$ cat config.mk
export PLATFORM = sky130hd
export DESIGN_NAME = dasp_unit
export DESIGN_NICKNAME = d
export VERILOG_FILES = /design/src/dasp_pkg.sv /design/src/dasp_lit.sv /design/src/dasp_unit.sv
export SDC_FILE = /design/constraint.sdc
export NUM_CORES = 1
export LEC_CHECK = 0
export BUFFER_PORTS_ARGS = -buffer_cell sky130_fd_sc_hd__buf_4
export CELL_PAD_IN_SITES_DETAIL_PLACEMENT = 1
export CELL_PAD_IN_SITES_GLOBAL_PLACEMENT = 2
export CORE_AREA = 4 4 158 236
export CTS_CLUSTER_DIAMETER = 150
export CTS_CLUSTER_SIZE = 14
export DETAILED_ROUTE_END_ITERATION = 8
export DIE_AREA = 0 0 162 240
export PLACE_DENSITY = 0.82
export SLEW_MARGIN = 0
export SYNTH_ARGS = -nofsm -noshare
export SYNTH_HDL_FRONTEND = slang
export SYNTH_SLANG_ARGS = --single-unit
$ cat constraint.sdc
create_clock -name core_clk_in -period 3.6 [get_ports core_clk_in]
set_input_delay 0.18 -clock core_clk_in [delete_from_list [all_inputs] [get_ports core_clk_in]]
set_output_delay 0.18 -clock core_clk_in [all_outputs]
set_load 0.02 [all_outputs]
$ cat src/dasp_pkg.sv
package dasp_pkg;
  localparam int WORD_W = 16;
  localparam int BYTE_W = 8;
  localparam int PC_W = 23;
  localparam int PC_HI_W = 7;
  localparam int LIT_W = 10;
  localparam logic [WORD_W-1:0] STACK_PTR_RESET = 16'h0800;
  localparam logic [WORD_W-1:0] FRAME_PTR_RESET = 16'h0000;
  localparam logic [WORD_W-1:0] STACK_FLOOR = 16'h0800;
  localparam logic [WORD_W-1:0] STACK_STEP = 16'h0002;
  localparam logic [WORD_W-1:0] WORD_BYTES = 16'h0002;
  localparam logic [1:0] BE_LO = 2'h1;
  localparam logic [1:0] BE_HI = 2'h2;
  localparam logic [1:0] BE_BOTH = 2'h3;

  typedef enum logic [3:0] {
    OP_NOP, OP_LOAD, OP_STORE, OP_MOVE, OP_PUSH, OP_POP, OP_CALL, OP_EXC,
    OP_FRAME_LINK, OP_FRAME_UNLINK, OP_SET_STACK, OP_SET_FRAME, OP_LIT
  } dasp_op_e;

  typedef enum logic [1:0] {SZ_BYTE, SZ_WORD, SZ_DWORD} dasp_size_e;

  typedef enum logic [2:0] {
    ALU_ADD, ALU_ADD_CARRY, ALU_AND, ALU_INCL_OR, ALU_RET_LIT, ALU_SUB,
    ALU_SUB_BORROW, ALU_EXCL_OR
  } dasp_alu_e;

  typedef struct packed {
    dasp_op_e op;
    dasp_size_e size;
    dasp_alu_e alu;
    logic [WORD_W-1:0] src;
    logic [WORD_W-1:0] dst;
    logic [2*WORD_W-1:0] data;
    logic [PC_W-1:0] program_counter;
    logic [BYTE_W-1:0] status_low_byte;
    logic priority_level_bit3;
    logic [LIT_W-1:0] lit;
  } dasp_cmd_s;

  typedef struct packed {
    logic [WORD_W-1:0] addr;
    logic [WORD_W-1:0] wdata;
    logic [1:0] be;
    logic rd;
    logic wr;
  } dasp_mem_s;
endpackage : dasp_pkg

$ cat src/dasp_lit.sv
`timescale 1ns/1ps
module dasp_lit (
  input wire logic [dasp_pkg::LIT_W-1:0] lit_in,
  input wire logic byte_mode_in,
  input wire dasp_pkg::dasp_alu_e alu_in,
  output logic [dasp_pkg::WORD_W-1:0] value_out,
  output logic ok_out
);
  import dasp_pkg::*;

  // Byte mode keeps the low byte and extends its top bit
  always_comb begin
    if (byte_mode_in) begin
      value_out = {{(WORD_W-BYTE_W){lit_in[BYTE_W-1]}}, lit_in[BYTE_W-1:0]};
    end else begin
      value_out = {{(WORD_W-LIT_W){1'b0}}, lit_in};
    end
  end

  always_comb begin
    case (alu_in)
      ALU_ADD, ALU_ADD_CARRY, ALU_AND, ALU_INCL_OR, ALU_RET_LIT, ALU_SUB, ALU_SUB_BORROW,
      ALU_EXCL_OR: begin
        ok_out = 1'b1;
      end
      default: begin
        ok_out = 1'b0;
      end
    endcase
  end
endmodule : dasp_lit

$ cat src/dasp_unit.sv
`timescale 1ns/1ps
module dasp_unit (
  input wire logic core_clk_in,
  input wire logic rst_n_in,
  input wire logic cmd_valid_in,
  input wire dasp_pkg::dasp_cmd_s cmd_in,
  input wire logic [dasp_pkg::WORD_W-1:0] mem_rdata_in,
  output logic cmd_ready_out,
  output dasp_pkg::dasp_mem_s mem_out,
  output logic [2*dasp_pkg::WORD_W-1:0] rd_data_out,
  output logic done_out,
  output logic addr_err_out,
  output logic stack_err_out,
  output logic [dasp_pkg::WORD_W-1:0] stack_ptr_out,
  output logic [dasp_pkg::WORD_W-1:0] frame_ptr_out,
  output logic [dasp_pkg::WORD_W-1:0] lit_out,
  output logic lit_ok_out
);
  import dasp_pkg::*;

  typedef enum logic [2:0] {S_IDLE, S_RD, S_CAP, S_WR, S_DONE} dasp_state_e;

  ////////////////////////////////////////////////////////////////////////////////
  // Helpers

  function automatic logic odd_word(input dasp_size_e sz, input logic [WORD_W-1:0] a);
    odd_word = (sz != SZ_BYTE) && a[0];
  endfunction : odd_word

  function automatic logic [WORD_W-1:0] even(input logic [WORD_W-1:0] a);
    even = {a[WORD_W-1:1], 1'b0};
  endfunction : even

  function automatic logic [1:0] lanes(input dasp_size_e sz, input logic [WORD_W-1:0] a);
    if (sz != SZ_BYTE) begin
      lanes = BE_BOTH;
    end else if (a[0]) begin
      lanes = BE_HI;
    end else begin
      lanes = BE_LO;
    end
  endfunction : lanes

  function automatic dasp_mem_s rd_req(input dasp_size_e sz, input logic [WORD_W-1:0] a);
    rd_req = '0;
    rd_req.addr = even(a);
    rd_req.be = lanes(sz, a);
    rd_req.rd = 1'b1;
  endfunction : rd_req

  function automatic dasp_mem_s wr_req(input dasp_size_e sz, input logic [WORD_W-1:0] a,
                                       input logic [WORD_W-1:0] d, input logic en);
    wr_req = '0;
    wr_req.addr = even(a);
    wr_req.be = lanes(sz, a);
    wr_req.wdata = (sz == SZ_BYTE) ? {d[BYTE_W-1:0], d[BYTE_W-1:0]} : d;
    wr_req.wr = en;
  endfunction : wr_req

  function automatic logic [WORD_W-1:0] pick(input dasp_size_e sz, input logic [WORD_W-1:0] a,
                                             input logic [WORD_W-1:0] d);
    if (sz != SZ_BYTE) begin
      pick = d;
    end else if (a[0]) begin
      pick = {{(WORD_W-BYTE_W){1'b0}}, d[WORD_W-1:BYTE_W]};
    end else begin
      pick = {{(WORD_W-BYTE_W){1'b0}}, d[BYTE_W-1:0]};
    end
  endfunction : pick

  function automatic logic [WORD_W-1:0] push_lo(input dasp_cmd_s c,
                                                input logic [WORD_W-1:0] fp);
    case (c.op)
      OP_PUSH: begin
        push_lo = c.data[WORD_W-1:0];
      end
      OP_FRAME_LINK: begin
        push_lo = fp;
      end
      default: begin
        push_lo = c.program_counter[WORD_W-1:0];
      end
    endcase
  endfunction : push_lo

  function automatic logic [WORD_W-1:0] push_hi(input dasp_cmd_s c);
    if (c.op == OP_EXC) begin
      push_hi = {c.status_low_byte, c.priority_level_bit3, c.program_counter[PC_W-1:WORD_W]};
    end else begin
      push_hi = {{(WORD_W-PC_HI_W){1'b0}}, c.program_counter[PC_W-1:WORD_W]};
    end
  endfunction : push_hi

  ////////////////////////////////////////////////////////////////////////////////
  // State

  dasp_state_e state;
  dasp_state_e next_state;
  dasp_cmd_s cur;
  dasp_mem_s next_mem;
  logic hi;
  logic next_hi;
  logic mis;
  logic accept;
  logic dword;
  logic push2;
  logic [WORD_W-1:0] stack_ptr_reg;
  logic [WORD_W-1:0] frame_ptr_reg;
  logic [WORD_W-1:0] lit_val;
  logic lit_ok;
  logic [WORD_W-1:0] lit_bytes;
  logic [WORD_W-1:0] rd_lo;

  assign accept = (state == S_IDLE) && cmd_valid_in;
  assign dword = cur.size == SZ_DWORD;
  assign push2 = (cur.op == OP_CALL) || (cur.op == OP_EXC);
  assign lit_bytes = {{(WORD_W-LIT_W){1'b0}}, cmd_in.lit};
  assign stack_ptr_out = stack_ptr_reg;
  assign frame_ptr_out = frame_ptr_reg;
  assign rd_lo = ((cur.op == OP_LOAD) || (cur.op == OP_MOVE)) ?
                 pick(cur.size, cur.src, mem_rdata_in) : mem_rdata_in;

  dasp_lit u_lit (
    .lit_in(cmd_in.lit),
    .byte_mode_in(cmd_in.size == SZ_BYTE),
    .alu_in(cmd_in.alu),
    .value_out(lit_val),
    .ok_out(lit_ok)
  );

  ////////////////////////////////////////////////////////////////////////////////
  // Sequencer

  always_comb begin
    next_state = state;
    next_hi = hi;
    next_mem = '0;
    case (state)
      S_IDLE: begin
        next_hi = 1'b0;
        if (cmd_valid_in) begin
          case (cmd_in.op)
            OP_LOAD, OP_MOVE: begin
              next_state = S_RD;
              next_mem = rd_req(cmd_in.size, cmd_in.src);
            end
            OP_STORE: begin
              next_state = S_WR;
              next_mem = wr_req(cmd_in.size, cmd_in.dst, cmd_in.data[WORD_W-1:0],
                                !odd_word(cmd_in.size, cmd_in.dst));
            end
            OP_PUSH, OP_CALL, OP_EXC, OP_FRAME_LINK: begin
              next_state = S_WR;
              next_mem = wr_req(SZ_WORD, stack_ptr_reg, push_lo(cmd_in, frame_ptr_reg),
                                1'b1);
            end
            OP_POP: begin
              next_state = S_RD;
              next_mem = rd_req(SZ_WORD, stack_ptr_reg - STACK_STEP);
            end
            OP_FRAME_UNLINK: begin
              next_state = S_RD;
              next_mem = rd_req(SZ_WORD, even(frame_ptr_reg) - STACK_STEP);
            end
            default: begin
              next_state = S_DONE;
            end
          endcase
        end
      end
      S_RD: begin
        next_state = S_CAP;
      end
      S_CAP: begin
        if (dword && !hi) begin
          next_state = S_RD;
          next_hi = 1'b1;
          next_mem = rd_req(SZ_WORD, cur.src + WORD_BYTES);
        end else if (cur.op == OP_MOVE) begin
          next_state = S_WR;
          next_mem = wr_req(cur.size, cur.dst, rd_lo, !odd_word(cur.size, cur.dst));
        end else begin
          next_state = S_DONE;
        end
      end
      S_WR: begin
        if (dword && !hi) begin
          next_state = S_WR;
          next_hi = 1'b1;
          next_mem = wr_req(SZ_WORD, cur.dst + WORD_BYTES, cur.data[2*WORD_W-1:WORD_W],
                            !mis);
        end else if (push2 && !hi) begin
          next_state = S_WR;
          next_hi = 1'b1;
          next_mem = wr_req(SZ_WORD, stack_ptr_reg, push_hi(cur), 1'b1);
        end else begin
          next_state = S_DONE;
        end
      end
      S_DONE: begin
        next_state = S_IDLE;
      end
      default: begin
        next_state = S_IDLE;
      end
    endcase
  end

  always_ff @(posedge core_clk_in or negedge rst_n_in) begin
    if (!rst_n_in) begin
      state <= S_IDLE;
      hi <= 1'b0;
      mem_out <= '0;
      cmd_ready_out <= 1'b1;
    end else begin
      state <= next_state;
      hi <= next_hi;
      mem_out <= next_mem;
      cmd_ready_out <= next_state == S_IDLE;
    end
  end

  always_ff @(posedge core_clk_in or negedge rst_n_in) begin
    if (!rst_n_in) begin
      cur <= '0;
      mis <= 1'b0;
    end else if (accept) begin
      cur <= cmd_in;
      mis <= (odd_word(cmd_in.size, cmd_in.src) && (cmd_in.op inside {OP_LOAD, OP_MOVE})) ||
             (odd_word(cmd_in.size, cmd_in.dst) &&
              (cmd_in.op inside {OP_STORE, OP_MOVE}));
    end
  end

  ////////////////////////////////////////////////////////////////////////////////
  // Completion, read data and literal

  always_ff @(posedge core_clk_in or negedge rst_n_in) begin
    if (!rst_n_in) begin
      done_out <= 1'b0;
      addr_err_out <= 1'b0;
    end else begin
      done_out <= state == S_DONE;
      addr_err_out <= (state == S_DONE) && mis;
    end
  end

  always_ff @(posedge core_clk_in or negedge rst_n_in) begin
    if (!rst_n_in) begin
      rd_data_out <= '0;
    end else if (accept) begin
      rd_data_out <= '0;
    end else if (state == S_CAP) begin
      if (hi) begin
        rd_data_out[2*WORD_W-1:WORD_W] <= mem_rdata_in;
      end else begin
        rd_data_out[WORD_W-1:0] <= rd_lo;
      end
    end
  end

  always_ff @(posedge core_clk_in or negedge rst_n_in) begin
    if (!rst_n_in) begin
      lit_out <= '0;
      lit_ok_out <= 1'b0;
    end else if (accept && (cmd_in.op == OP_LIT)) begin
      lit_out <= lit_val;
      lit_ok_out <= lit_ok;
    end
  end

  ////////////////////////////////////////////////////////////////////////////////
  // Stack and frame pointers

  always_ff @(posedge core_clk_in or negedge rst_n_in) begin
    if (!rst_n_in) begin
      stack_ptr_reg <= STACK_PTR_RESET;
    end else if (accept) begin
      case (cmd_in.op)
        OP_PUSH, OP_CALL, OP_EXC: begin
          stack_ptr_reg <= stack_ptr_reg + STACK_STEP;
        end
        OP_POP: begin
          stack_ptr_reg <= stack_ptr_reg - STACK_STEP;
        end
        OP_FRAME_LINK: begin
          stack_ptr_reg <= even(stack_ptr_reg + STACK_STEP + lit_bytes);
        end
        OP_FRAME_UNLINK: begin
          stack_ptr_reg <= even(frame_ptr_reg) - STACK_STEP;
        end
        OP_SET_STACK: begin
          stack_ptr_reg <= even(cmd_in.data[WORD_W-1:0]);
        end
        default: begin
        end
      endcase
    end else if ((state == S_WR) && push2 && !hi) begin
      stack_ptr_reg <= stack_ptr_reg + STACK_STEP;
    end
  end

  always_ff @(posedge core_clk_in or negedge rst_n_in) begin
    if (!rst_n_in) begin
      frame_ptr_reg <= FRAME_PTR_RESET;
    end else if (accept && (cmd_in.op == OP_FRAME_LINK)) begin
      frame_ptr_reg <= stack_ptr_reg + STACK_STEP;
    end else if (accept && (cmd_in.op == OP_SET_FRAME)) begin
      frame_ptr_reg <= cmd_in.data[WORD_W-1:0];
    end else if ((state == S_CAP) && (cur.op == OP_FRAME_UNLINK)) begin
      frame_ptr_reg <= mem_rdata_in;
    end
  end

  always_ff @(posedge core_clk_in or negedge rst_n_in) begin
    if (!rst_n_in) begin
      stack_err_out <= 1'b0;
    end else begin
      stack_err_out <= stack_ptr_reg < STACK_FLOOR;
    end
  end
endmodule : dasp_unit

# Word-level counts from Yosys, hierarchy flattened
# Index checks and enable logic that the tools add are counted.
[totals] elab_cells=145 mem_count=0 latchBits=0 ram_bits=0 register_bits=228 out_inout_bits=121 rom_bits=0 in_bits=134
[classes] shifts=0 n_bitwise=0 reduce_logical=44 div=0 n_mul=0 muxes=42 order_cmp=1 eq_ne=26 n_addsub=6
[ops] cell="16-bit two-way mux" n=13
[ops] cell="36-bit two-way mux" n=5
[ops] cell="36-bit one-hot mux with 5 select lines" n=1
[ops] cell="36-bit one-hot mux with 3 select lines" n=1
[ops] cell="16-bit one-hot mux with 5 select lines" n=1
[ops] cell="32-bit two-way mux" n=2
[ops] cell="16-bit by 2-bit adder with 16-bit output, second input constant" n=3
[ops] cell="16-bit one-hot mux with 2 select lines" n=1
[ops] cell="16-bit by 2-bit subtractor with 16-bit output, second input constant" n=2
[ops] cell="4-bit by 3-bit equality test with 1-bit output, second input constant" n=6
[ops] cell="4-bit equality test, second input constant" n=6
[ops] cell="16-bit by 10-bit adder with 16-bit output" n=1
[ops] cell="16-bit by 12-bit less-than comparator with 1-bit output, second input constant" n=1
[ops] cell="1-bit logical AND" n=15
[ops] cell="3-bit two-way mux" n=5
[ops] cell="2-bit nonzero test" n=7
[ops] cell="4-bit by 2-bit equality test with 1-bit output, second input constant" n=3
[ops] cell="2-bit two-way mux" n=6
[ops] cell="3-bit one-hot mux with 4 select lines" n=1
[ops] cell="4-bit by 1-bit equality test with 1-bit output, second input constant" n=2
[ops] cell="8-bit two-way mux" n=1
[ops] cell="4-bit OR reduction" n=2
[ops] cell="3-bit by 2-bit equality test with 1-bit output, second input constant" n=2
[ops] cell="3-bit zero test" n=2
[ops] cell="19 further kinds" n=30

# Longest topological paths before layout
# Gate-level depths: netlist (run 1).
[depth] ltp_word=7 depth_mapped=13 mapped_depth_nobuf=13

# By module
# A second synthesis (run 1) with hierarchy kept.
[hier_totals] cells_unflattened=1312 area_unflattened_um2=11358.4
[modules_own_cells] module="dasp_unit" n_inst=1 cells_each=1294 seq_area_each_um2=4857.2 area_per_inst_um2=11219.5
[modules_own_cells] module="dasp_lit" n_inst=1 cells_each=18 seq_area_each_um2=0.0 area_per_inst_um2=138.9

# Worst setup path before layout (run 1)
# OpenSTA, ideal clock, no wires.
[synth_timing] path_kind="register to register" from="reg stack_ptr_reg[1] (netlist: stack_ptr_out[1])" to="reg stack_ptr_reg[15] (netlist: stack_ptr_out[15])" required_time_ns=3.474 path_buffers=1 t_arrival_ns=2.704 path_slack_ns=0.770 synth_period_minus_slack_ns=2.830 setup_ns=0.126 stages_incl_launch_ff=13 cell_sequence="dfrtp_1 buf_2 and4_1 nand4_1 xnor2_1 ha_1 a21o_1 a21o_1 a31o_2 nand3_2 nor2b_2 and3_1 o32a_1"
[synth_between] elab_chain_len=4 word_cells_on_any_way=6 cone_classes="3 x add/sub; 3 x mux"
[synth_rtl] item="from (decl)" line="dasp_unit.sv:107" rtl="logic [WORD_W-1:0] stack_ptr_reg;"
[synth_rtl] item="from (signal assigned)" line="dasp_unit.sv:281" rtl="stack_ptr_reg <= stack_ptr_reg + STACK_STEP;"
[synth_rtl] item="from (signal assigned)" line="dasp_unit.sv:284" rtl="stack_ptr_reg <= stack_ptr_reg - STACK_STEP;"
[synth_rtl] item="from (signal assigned)" line="dasp_unit.sv:287" rtl="stack_ptr_reg <= even(stack_ptr_reg + STACK_STEP + lit_bytes);"
[synth_rtl] item="16-bit by 2-bit adder with 16-bit output" line="dasp_unit.sv:281, dasp_unit.sv:287, dasp_unit.sv:299"
[synth_rtl] item="16-bit by 10-bit adder with 16-bit output" line="dasp_unit.sv:287"
[synth_rtl] item="16-bit one-hot mux with 5 select lines" line="dasp_unit.sv:279" rtl="case (cmd_in.op)"
[synth_rtl] item="16-bit two-way mux *" line="dasp_unit.sv:278" rtl="end else if (accept) begin"
# Every way passes the cells marked *; elsewhere a longest branch is shown, timed or not. The select of a mux whose other input is x is not followed.
# A chain may end at the register's enable or synchronous reset.

# Worst setup path in the final report (run 1)
[layout_timing] from="reg stack_ptr_reg[2] (netlist: stack_ptr_out[2])" to="reg stack_ptr_reg[15] (netlist: stack_ptr_out[15])"
# The elaborated chain is that of the path after synthesis.

==> results of run 1 <==
[kinds of logic after synthesis]
group                      share of synthesized area, %
AOI/OAI and AO/OA                                  20.2
xor gates and xnor gates                           5.30
adders and majority gates                          1.57
buffers and inverters                              4.49
DFF                                                42.4
muxes                                              3.61
other                                            0.0336
and+or+nand+nor                                    22.4
[Yosys cell counts (all sizes together), types with 6 or more instances]
| cell type | instances |
|---|---|
| nand2 | 328 |
| dfrtp | 187 |
| o21ai | 98 |
| a21oi | 69 |
| clkbuf | 64 |
| nor2 | 61 |
| nand3 | 44 |
| xnor2 | 43 |
| buf | 32 |
| a222oi | 29 |
| mux2i | 29 |
| a22oi | 25 |
| o22ai | 22 |
| xor2 | 22 |
| and3 | 18 |
| inv | 18 |
| nor3 | 16 |
| a22o | 14 |
| ha | 14 |
| nor2b | 14 |
| o221ai | 14 |
| nor4 | 13 |
| mux2 | 10 |
| a211oi | 7 |
| a21o | 7 |
| a31oi | 7 |
| and2 | 7 |
| nand2b | 7 |
| nand4 | 7 |
| o22a | 7 |
| o31ai | 7 |
| a221oi | 6 |
| nor3b | 6 |
[timing repair]
| item | 4_1_cts | 5_1_grt |
|---|---|---|
| hold buffers | 90 | 0 |
| buffers inserted | 0 | 0 |
| endpoints found under the hold margin | 185 | 0 |
[flip-flops by register name (all words and copies together) (netlist names)]
register / flops
lit_ok_out: 1
mis: 1
frame_ptr_out: 16
rd_data_out: 32
stack_ptr_out: 15
state: 3
addr_err_out: 1
done_out: 1
mem_out: 35
lit_out: 11
cur: 70
stack_err_out: 1
hi: 1
cmd_ready_out: 1
[metrics by stage]
step	hold WS (ns)	instance area [sq um]	setup slack, ns
2_1_floorplan	-0.116	11200	0.770
3_3_place_gp	0.331	13600	0.502
3_5_place_dp	0.334	13600	0.441
4_1_cts	0.00266	15000	0.428
5_1_grt	0.0117	15000	0.229
6_report	0.0190	15000	0.413
[area by class of cell]
cell class                 count  area share [%]
multi-input combinational    998            39.7
sequential                   189            31.5
timing repair buffer         381            20.7
tap                          473            3.94
clock buffer                  22            3.15
clock inverter                 9           0.574
inverter                      18           0.449
[critical path, stage by stage, from the launching register on]
cell,delay [ns]
dfrtp_1,0.56
ha_1,0.33
and3_1,0.25
and2_2,0.22
xor2_1,0.11
ha_1,0.37
and3_1,0.16
a31o_2,0.22
nand3_2,0.13
nor2b_2,0.27
a21oi_1,0.10
o32a_1,0.35
[worst max-delay path by stage]
stage | cells past startpoint | slack, ns | end
2_1_floorplan | 12 | 0.77 | stack_ptr_out[15]
5_1_grt | 10 | 0.23 | stack_ptr_out[15]
6_report | 11 | 0.41 | stack_ptr_out[15]
4_1_cts | 11 | 0.43 | stack_ptr_out[15]
3_3_place_gp | 11 | 0.50 | stack_ptr_out[15]
3_5_place_dp | 11 | 0.44 | stack_ptr_out[15]
[where the power goes]
group / internal [mW] / leakage [nW] / switching (mW)
Clock: 1.01 / 0.272 / 0.883
Combinational: 1.99 / 4.26 / 3.05
Sequential: 2.90 / 2.42 / 1.01
Total: 5.90 / 6.95 / 4.94
[layer usage]
metal,share of wire [%],vias to the layer above,wire (microns),GRT usage (%)
li1,-,5227,-,-
met1,39,5803,19700,30.4
met2,52,370,26200,46.2
met3,4.4,100,2190,3.34
met4,4.3,0,2170,11.6
met5,0,-,0,0
==> results.md, run 1 <==
- The run finished with clean final reports.
- The clock slew at the register clock pins of the worst setup and hold paths is 0.08 ns.
- The post-route fraction of the period consumed by the critical path is 88.5%.
- The source of the critical timing path is stack_ptr_out[2].
- Along the worst path, the maximum fanout reaches 9.
- The final critical-path required period is 3.19 ns.
- The repair_antennas step left the layout with diodes totalling 0.
- By area the synthesized netlist is led by dfrtp_1, nand2_1, o21ai_0.
- Across the run, the number of max-cap violations was 0.
- Of the synthesized area, sequential elements account for 42.4%.
- The peak ir drop on the vdd network is 0.000425 V.
- The remaining design rule violation count is 0.
- The most used flip-flop cell after synthesis is dfrtp_1.
- Compared with the post-synthesis result, the final layout area differs by 34.7%.
- The sum of internal, switching and leakage power is 10.8 mW.
- Setup slack on the worst reg-to-reg path comes out at 0.41 ns.
- The number of nets with antenna violations after detailed routing is 0.
- The routed layout has 11500 vias.
- The first global-routing pass estimated 75900 microns of wire.
- The effective utilization at floorplan is 31.8%.
- The number of cell rows is 84.
- Summed over all cells, the static leakage comes to 6.95 nW.
- The type of the tightest min-delay check is in -> reg.
- Detailed placement finished with a half-perimeter wire length of 37300 microns.
- The via count of the first global-routing pass is 12200.
- The number of antenna violations at the first check in global routing is 0.
- Buffers inserted during clock tree synthesis total 17.
- Global routing used 25.7% of the available tracks across all layers.
- The critical path launch point type is a register.
- The count of filler cells inserted in the layout is 4186.
- The most frequent standard cell in the layout excluding fill and tap cells is nand2_1.
- The combined flip-flop and latch cell area is 4730 sq um.
- The synthesized instance count is 1300.
- After synthesis the netlist holds a flip-flop and latch count of 189.
- The number of flops mapped to enable cells by yosys is 0.
- The area used by multi-input combinational logic is 5970 sq um.
- The number of setup violations in the final report is 0.
- The die extent in y is 240 microns.
- The clock net sink count is 189.
- The average instance in the mapped netlist occupies 8.59 sq um.
- The maximum root-to-sink buffer count is 2.
- For this design the top-level I/O count stands at 255.
- The total overflow left after global routing is 0.
- The number of instances in the placed design is 1969.
- In the final layout, the share of cells above drive strength 1 is 23.1%.
- The clock insertion delay at the later pin of the skew report is 0.46 ns.
- The instance count along the most critical hold path is 2.
- The die outline area is 38900 sq um.
- For the worst setup path, the data arrival time is 3.54 ns.
- In the layout the commonest cells are nand2_1, buf_4, dfrtp_1.
- Entering global routing, the biggest net connects 98 pins.
- The count of placed standard cells in the final layout, fillers left out is 2090.
- After floorplanning, the core was sized to cover 35100 sq um.
- The final core area utilization is 42.8%.
- The highest achievable clock rate is 314 MHz.
- dfrtp_1 takes more of the synthesized area than any other cell.
- The worst reg2reg path depth is 11.
- The die width is 162 microns.
- Dividing total power by cell area gives a power density of 721 nW/um^2.
- For the pin with the worst max-slew slack, the measured transition is 1.17 ns.
- TritonCTS built the clock tree.
- The via density per instance is 5.50.
- For the worst setup path, the data required time is 3.95 ns.
- The final total negative setup slack is 0 ns.
- The endpoint of the worst hold path is rd_data_out[14].
- The endpoint type of the worst setup path is a register.
- The post-cts gate resize count is 0.
- The H-tree was split into 4 levels.
- In this run the tightest slew margin relative to its limit is 21.1%.
- The startpoint of the worst hold path is mem_rdata_in[14].
- The final-report max-slew violation count is 0.
- Routability-driven placement finished with a final weighted congestion of 0.911.
- Buffers placed on the I/O ports in this run total 249.
- Wires add up to 50300 microns.
- Setup repair after global routing left no endpoint under its margin.
- The final number of hold-violating endpoints was 0.
- The net total in the final layout is 1753.
- The post-synthesis cell type count is 79.
- The proportion of netlist area held by the largest area contributor is 41.9%.
- The share of flip-flops with an asynchronous set or reset is 100%.
- The cell sitting at the root of the clock tree is a clkbuf_16.
- For this run, the number of Yosys warnings is 0.
- The cell area that synthesis handed to floorplanning was 11200 sq um.
- The final setup skew is 0.0117 ns.
- In the final routed layout, each cell accounts on average for 24.0 microns.
- The worst register-to-register path begins at stack_ptr_out[2].
- The reg-to-reg critical path endpoint is stack_ptr_out[15].
- For this run, the detailed router's first-pass iteration total came to 8.
- The number of DRC markers in iteration 0 is 832.
- The critical path class is reg -> reg.
Power figures use the tool's default switching activity.
==> inputs of run 2 (changes only) <==
--- a/config.mk
+++ b/config.mk
@@ -8,12 +8,12 @@
 export BUFFER_PORTS_ARGS = -buffer_cell sky130_fd_sc_hd__buf_4
 export CELL_PAD_IN_SITES_DETAIL_PLACEMENT = 1
 export CELL_PAD_IN_SITES_GLOBAL_PLACEMENT = 2
-export CORE_AREA = 4 4 158 236
+export CORE_AREA = 4 4 192 194
 export CTS_CLUSTER_DIAMETER = 150
 export CTS_CLUSTER_SIZE = 14
 export DETAILED_ROUTE_END_ITERATION = 8
-export DIE_AREA = 0 0 162 240
-export PLACE_DENSITY = 0.82
+export DIE_AREA = 0 0 196 198
+export PLACE_DENSITY = 0.83
 export SLEW_MARGIN = 0
 export SYNTH_ARGS = -nofsm -noshare
 export SYNTH_HDL_FRONTEND = slang
==> results.md, run 2 (synthesis gave the netlist of run 1 again) <==
- The relative slew slack is 27.3%.
- The clock tree from TritonCTS is built.
- For this run, the total global-route usage over all layers was measured as 24.9%.
- After detailed placement, the total cell area comes to 13500 sq um.
- The pin count of the biggest net entering global routing is 99.
- After layout, the minimum clock period comes to 3.44 ns.
- After detailed routing, the number of remaining DRC violations is 0.
- In this run, the combinational gates consume 47.1% of the power.
- The worst-case IR drop observed on VDD is 0.000368 V.
- The switching component of the power is 4.91 mW.
- The power density normalized to cell area is 721 nW/um^2.
- The critical path is of the reg -> reg type.
- The critical register-to-register path startpoint is stack_ptr_out[2].
- TritonCTS created 17 clock buffers.
- The critical path required time is 3.94 ns.
- The first-pass detailed-route iteration total is 8.
- The endpoint type of the worst setup path is a register.
- The run finished with clean final reports.
- The effective utilization at floorplan is 31.7%.
- The most frequent standard cell in the layout excluding fill and tap cells is nand2_1.
- Detailed routing placed a total of 23900 microns of wire on met2.
- The die width is 196 microns.
- The number of flip-flops under the largest register name is 70.
- The final-report max-slew violation count is 0.
- The largest registers in the layout are cur x70, mem_out x35, rd_data_out x32.
- The total wire length after detailed routing is 48900 microns.
- The first-pass GRT wire length is 74300 microns.
- No sink is reached through more buffers than the 2 on the longest clock path.
- In this run the core area contains 69 standard-cell rows.
- Walking the worst path, the cells encountered are ha_1 > and3_1 > and2_2 > xor2_1 > ha_1 > and3_1 > a31o_2 > nand3_2 > nor2b_2 > a21oi_1 > o32a_1.
- CTS saw 189 sinks.
- The arrival time of the worst setup path is 3.78 ns.
- The deepest level of the CTS H-tree is 4.
- At the pin with the least slew margin, the transition time is 1.09 ns.
- The die is 198 microns tall.
- The net total in the final layout is 1747.
- After routing the design area is 15000 sq um.
- The core region is 35200 sq um.
- Setup violations remaining at the end of the flow were counted as 0.
- The final total negative setup slack is 0 ns.
- The fraction of power spent switching nets is 45.5%.
- The total overflow left after global routing is 0.
- The number of maximum-capacitance violations is 0.
- cur holds more flip-flops than any other register.
- The final number of hold-violating endpoints is 0.
- Cells with a size suffix above 1 make up 23.1% of the layout.
- The count of pins on the block boundary is 255.
- The via density per instance is 5.46.
- The startpoint of the worst hold path is mem_rdata_in[8].
- The critical-path maximum fanout is 9.
- Setup repair after global routing left no endpoint under its margin.
- On the worst path, the slowest cell contributes a delay of 0.54 ns.
- The final core area utilization is 42.5%.
- The register share of total power is 35.4%.
- The most critical setup path has its startpoint at stack_ptr_out[2].
- The root buffer selected by CTS is clkbuf_16.
- The number of antenna violations at the first check in global routing is 4.
- The cell with the largest stage delay on the worst path is dfrtp_1.
- The via count of the first global-routing pass is 12100.
- Summed over all cells, the static leakage comes to 6.91 nW.
- Derived from the worst setup path, the maximum achievable clock frequency is 291 MHz.
- The worst path uses 95.5% of the clock period.
- The detailed-routing wirelength on met1 is 20700 microns.
- In the layout the commonest cells are nand2_1, buf_4, dfrtp_1.
- STA classifies the critical path startpoint as a register.
- The internal power summed over all cells is 5.89 mW.
- The growth of design area from synthesis to finish is 34.0%.
- The met3 wire length is 2770 microns.
- Clock-pin slew was measured on the worst setup and hold paths at 0.08 ns.
- The detailed router finished its first iteration with 950 violations.
- The total of buffers placed on input and output ports is 249.
- The highest metal layer carrying signal wires in the routed design is met5.
- The routed length per placed instance is 23.6 microns.
- Summing over every cut layer, the via total after detailed routing is 11300.
- The count of nets left with antenna violations once routing finished came out at 0.
- The clock arrives with 0.0117 ns of skew.
- The die covers 38800 sq um.
- The type of the tightest min-delay check is in -> reg.
- Post-CTS repair changed the size of 0 cells.
- Per report_power, the clock group accounts for 17.4% of the total.
- At the end of routability-driven placement, the weighted congestion stood at 0.886.
- Summed over all nets, the half-perimeter wirelength after detailed placement is 36500 microns.
- At the later pin of the worst-skew pair, clock insertion delay measures 0.45 ns.
run 2: cell types whose count changed in the layout (fill, tap and decap cells not counted), sizes merged:
cell         previous run  this run
dlygate4sd3            90        85
clkbuf                 23        21
clkinvlp                2         4
diode                   0         2
inv                    19        21
buf                   290       289
clkinv                  5         4
run 2: layer usage:
| metal | vias up | GRT usage, % |
|---|---|---|
| li1 | 5216 | - |
| met1 | 5655 | 32.1 |
| met2 | 374 | 42.4 |
| met3 | 77 | 4.41 |
| met4 | 2 | 8.71 |
| met5 | - | 0 |
run 2: final timing paths:
| kind | cells past startpoint | endpoint | slack, ns |
|---|---|---|---|
| setup / recovery | 11 | stack_ptr_out[15] | 0.16 |
| hold / removal | 3 | rd_data_out[24] | 0.02 |
| setup reg to reg | 11 | stack_ptr_out[15] | 0.16 |
| hold reg to reg | 2 | cur[69] | 0.48 |
| max in group asynchronous | 3 | cur[73] | 2.45 |
| min in group asynchronous | 2 | rd_data_out[25] | 0.25 |
run 2: power groups by stage:
stage	clock [mW]	sequential, mW	combinational [mW]
3_5_place_dp	0	3.85	5.00
6_report	1.88	3.83	5.09
2_1_floorplan	0	3.95	2.77
5_1_grt	2.00	3.95	5.55
4_1_cts	1.93	3.82	5.10
3_3_place_gp	0	3.81	4.87
run 2: worst max-delay path: cells and delay by family, from the launching register on:
| family | cells | cell delay [ns] |
|---|---|---|
| simple gates | 5 | 1.07 |
| compound gates | 3 | 0.68 |
| fa+ha+maj | 2 | 0.59 |
| xor+xnor | 1 | 0.44 |
| flops | 1 | 0.54 |
run 2: area by class of cell:
| cell class | count | area (sq um) |
|---|---|---|
| Clock buffer | 20 | 447 |
| Multi-Input combinational cell | 998 | 5960 |
| Sequential cell | 189 | 4730 |
| Fill cell | 4125 | 20300 |
| Inverter | 18 | 67.6 |
| Antenna cell | 2 | 5.00 |
| Tap cell | 461 | 577 |
| Timing Repair Buffer | 375 | 3060 |
| Clock inverter | 12 | 110 |
run 2: stage by stage:
| step | instances | power, mW | worst slack (ns) | hold WS [ns] |
|---|---|---|---|---|
| final | 2075 | 10.8 | 0.163 | 0.0166 |
| after global routing | 2075 | 11.5 | 0.0704 | 0.0100 |
| after CTS | 2073 | 10.8 | 0.225 | 0.00121 |
| after detailed placement | 1956 | 8.85 | 0.269 | 0.194 |
| after global placement | 1956 | 8.69 | 0.424 | 0.187 |
| after floorplan | 1301 | 6.72 | 0.770 | -0.116 |
run 2: repair_timing:
item,in CTS,in global routing
endpoints found under the hold margin,138,0
hold buffers,85,0
buffers inserted,0,0
==> inputs of run 3 (changes only) <==
--- a/config.mk
+++ b/config.mk
@@ -5,7 +5,7 @@
 export SDC_FILE = /design/constraint.sdc
 export NUM_CORES = 1
 export LEC_CHECK = 0
-export BUFFER_PORTS_ARGS = -buffer_cell sky130_fd_sc_hd__buf_4
+export BUFFER_PORTS_ARGS = -buffer_cell sky130_fd_sc_hd__buf_2
 export CELL_PAD_IN_SITES_DETAIL_PLACEMENT = 1
 export CELL_PAD_IN_SITES_GLOBAL_PLACEMENT = 2
 export CORE_AREA = 4 4 192 194
==> results.md, run 3 (synthesis gave the netlist of run 1 again) <==
- The flow ran to the end, and the final reports show no timing, DRC or antenna violations.
- The area of all placed cells without fillers is 14300 sq um.
- The final core area utilization is 40.7%.
- The count of buffers added on input and output ports is 249.
- The congestion estimate from routability-driven global placement came to 0.909.
- In this run the power spent charging and discharging nets is 5.03 mW.
- The first-pass detailed-route iteration total is 8.
- Derived from the worst setup path, the maximum achievable clock frequency is 302 MHz.
- Summed over all nets, wire length on met2 after detailed routing comes to 23700 microns.
- Setup repair after global routing left no endpoint under its margin.
- Counting along the longest clock path gives a buffer depth of 2.
- The detailed router put a total of 20800 microns of wire on met1.
- The sum of internal, switching and leakage power is 10.7 mW.
- The clock network is responsible for 18.6% of the overall power.
- At the end of the flow, the number of nets in the layout was 1743.
- The static leakage is 6.78 nW.
- Row generation in the floorplan step produced 69 rows.
- For this design the ratio of total power to cell area is 743 nW/um^2.
- The count of placed standard cells in the final layout, fillers left out is 2070.
- The first global-routing pass estimated 74700 microns of wire.
- The arrival time of the worst setup path is 3.67 ns.
- The final setup skew is 0.0141 ns.
- The relative slew slack is 26.7%.
- The post-route fraction of the period consumed by the critical path is 92.1%.
- The final number of hold-violating endpoints came to 0.
- The core region area is 35200 sq um.
- The number of buffers inserted during clock tree synthesis is 17.
- The via count of the first global-routing pass is 12000.
- The routed length per placed instance is 23.6 microns.
- For this configuration, the core starts out at a cell density of 31.7%.
- The number of setup violations in the final report is 0.
- The count of nets left with antenna violations once routing finished came out at 0.
- From bottom edge to top edge, the die measures 198 microns.
- At the placement stage, the worst setup path has a slack of 0.337 ns.
- The library cells used most frequently in the layout, excluding fill and tap cells, are nand2_1, buf_2, dfrtp_1.
- The uppermost signal routing layer after detailed routing is met5.
- The first routing iteration left 882 violations.
- The deepest level of the CTS H-tree is 4.
- The internal portion of the total power is 5.62 mW.
- The clock tree from TritonCTS is built.
- Entering global routing, the biggest net connects 98 pins.
- The fraction of power spent switching nets is 47.3%.
- The number of antenna violations at the first check in global routing is 5.
- The number of maximum-capacitance violations is 0.
- The total wire length after detailed routing is 48900 microns.
- The critical-path maximum fanout is 12.
- In the detailed route, the total length drawn on met3 is 3150 microns.
- Final hold analysis gives a worst-case slack of 0.0282 ns.
- The tree built by TritonCTS fans out to 189 sinks.
- The library cell used most frequently in the layout, excluding fill and tap cells, is nand2_1.
- The register with the most flip-flops is cur.
- In the routed design, unresolved DRC markers number 0.
- The tree is rooted in a clkbuf_16.
- The number of flip-flops under the largest register name is 70.
- The worst setup path is of the reg -> reg kind.
- Clock latency on the worst-skew pair, taken at its later pin, is 0.46 ns.
- The final critical-path required period is 3.31 ns.
- The clock slew at the register clock pins of the worst setup and hold paths is 0.08 ns.
- Global routing finished with a remaining overflow of 0.
- STA puts the critical path data required time at 3.95 ns.
- The type of the tightest min-delay check is in -> reg.
- VDD sags by at most 0.000392 V.
- The largest registers in the layout are cur x70, mem_out x35, rd_data_out x32.
- The half-perimeter wire length after placement is 36700 microns.
- The fraction of layout instances using a drive strength above 1 is 23.5%.
- Relative to the synthesized area, the layout overhead comes to 28.4%.
- Of the total power, combinational logic draws 45.7%.
- The post-cts gate resize count is 0.
- The count of pins on the block boundary is 255.
- Global routing used 25.1% of the available tracks across all layers.
- The area after detailed placement is 12900 sq um.
- After detailed routing, the number of vias per cell comes to 5.52.
- Summed over all failing endpoints, the final setup total negative slack is 0 ns.
- The slew of the pin with the lowest slew margin is 1.10 ns.
- The die covers 38800 sq um.
- The register share of total power is 35.7%.
- The post-cts hold buffer count is 77.
- The total setup buffers inserted after CTS is 0.
- The endpoint type of the worst setup path is a register.
- The final-report max-slew violation count is 0.
- The floorplan step set the die width to 196 microns.
- The number of instances in the placed design is 1960.
- The total via count after detailed routing is 11400.
- The critical path launch point type is a register.
- Once routing completed, OpenROAD measured the worst setup slack at 0.286 ns.
## run 3: cell count changes in the layout (fill, tap and decap cells not counted), moves of 4 or more
cell | previous run | this run
buf_2 | 0 | 248
clkinvlp_4 | 4 | 0
dlygate4sd3_1 | 85 | 77
buf_4 | 287 | 44
clkinv_8 | 0 | 5
## run 3: power by group through the flow
stage | logic, mW | registers [mW] | clock network (mW)
2_1_floorplan | 2.77 | 3.95 | 0
3_5_place_dp | 4.78 | 3.82 | 0
5_1_grt | 5.32 | 3.92 | 2.12
3_3_place_gp | 4.65 | 3.78 | 0
6_report | 4.87 | 3.80 | 1.98
4_1_cts | 4.88 | 3.79 | 2.03
## run 3: final cells by class
cell class	count	area [sq um]
clock inverters	14	173
multi-input cells	998	5960
clock buffers	18	439
diodes	1	2.50
flip-flops and latches	189	4730
fillers	4194	20900
inverters	18	67.6
well taps	461	577
repair buffers	371	2380
## run 3: worst paths after layout
| path | from | to | slack (ns) | cells after the start |
|---|---|---|---|---|
| setup / recovery | stack_ptr_out[1] | stack_ptr_out[15] | 0.29 | 11 |
| hold / removal | cmd_in[6] | lit_out[6] | 0.03 | 2 |
| hold reg to reg | cur[10] | cur[10] | 0.48 | 2 |
| max in group asynchronous | rst_n_in | cur[96] | 2.20 | 3 |
| setup reg to reg | stack_ptr_out[1] | stack_ptr_out[15] | 0.29 | 11 |
| min in group asynchronous | rst_n_in | rd_data_out[21] | 0.33 | 2 |
## run 3: per-layer routing
layer	track usage (%)	vias to the layer above
met4	6.49	6
met5	0	-
li1	-	5210
met3	4.90	73
met2	42.3	418
met1	33.2	5716
## run 3: critical path: stages (launching register included)
cell and delay [ns]:
dfrtp_1 0.64, ha_1 0.34, and3_1 0.26, and2_2 0.21, xor2_1 0.29, ha_1 0.23
and3_1 0.17, a31o_2 0.22, nand3_2 0.12, nor2b_2 0.27, a21oi_1 0.11, o32a_1 0.35
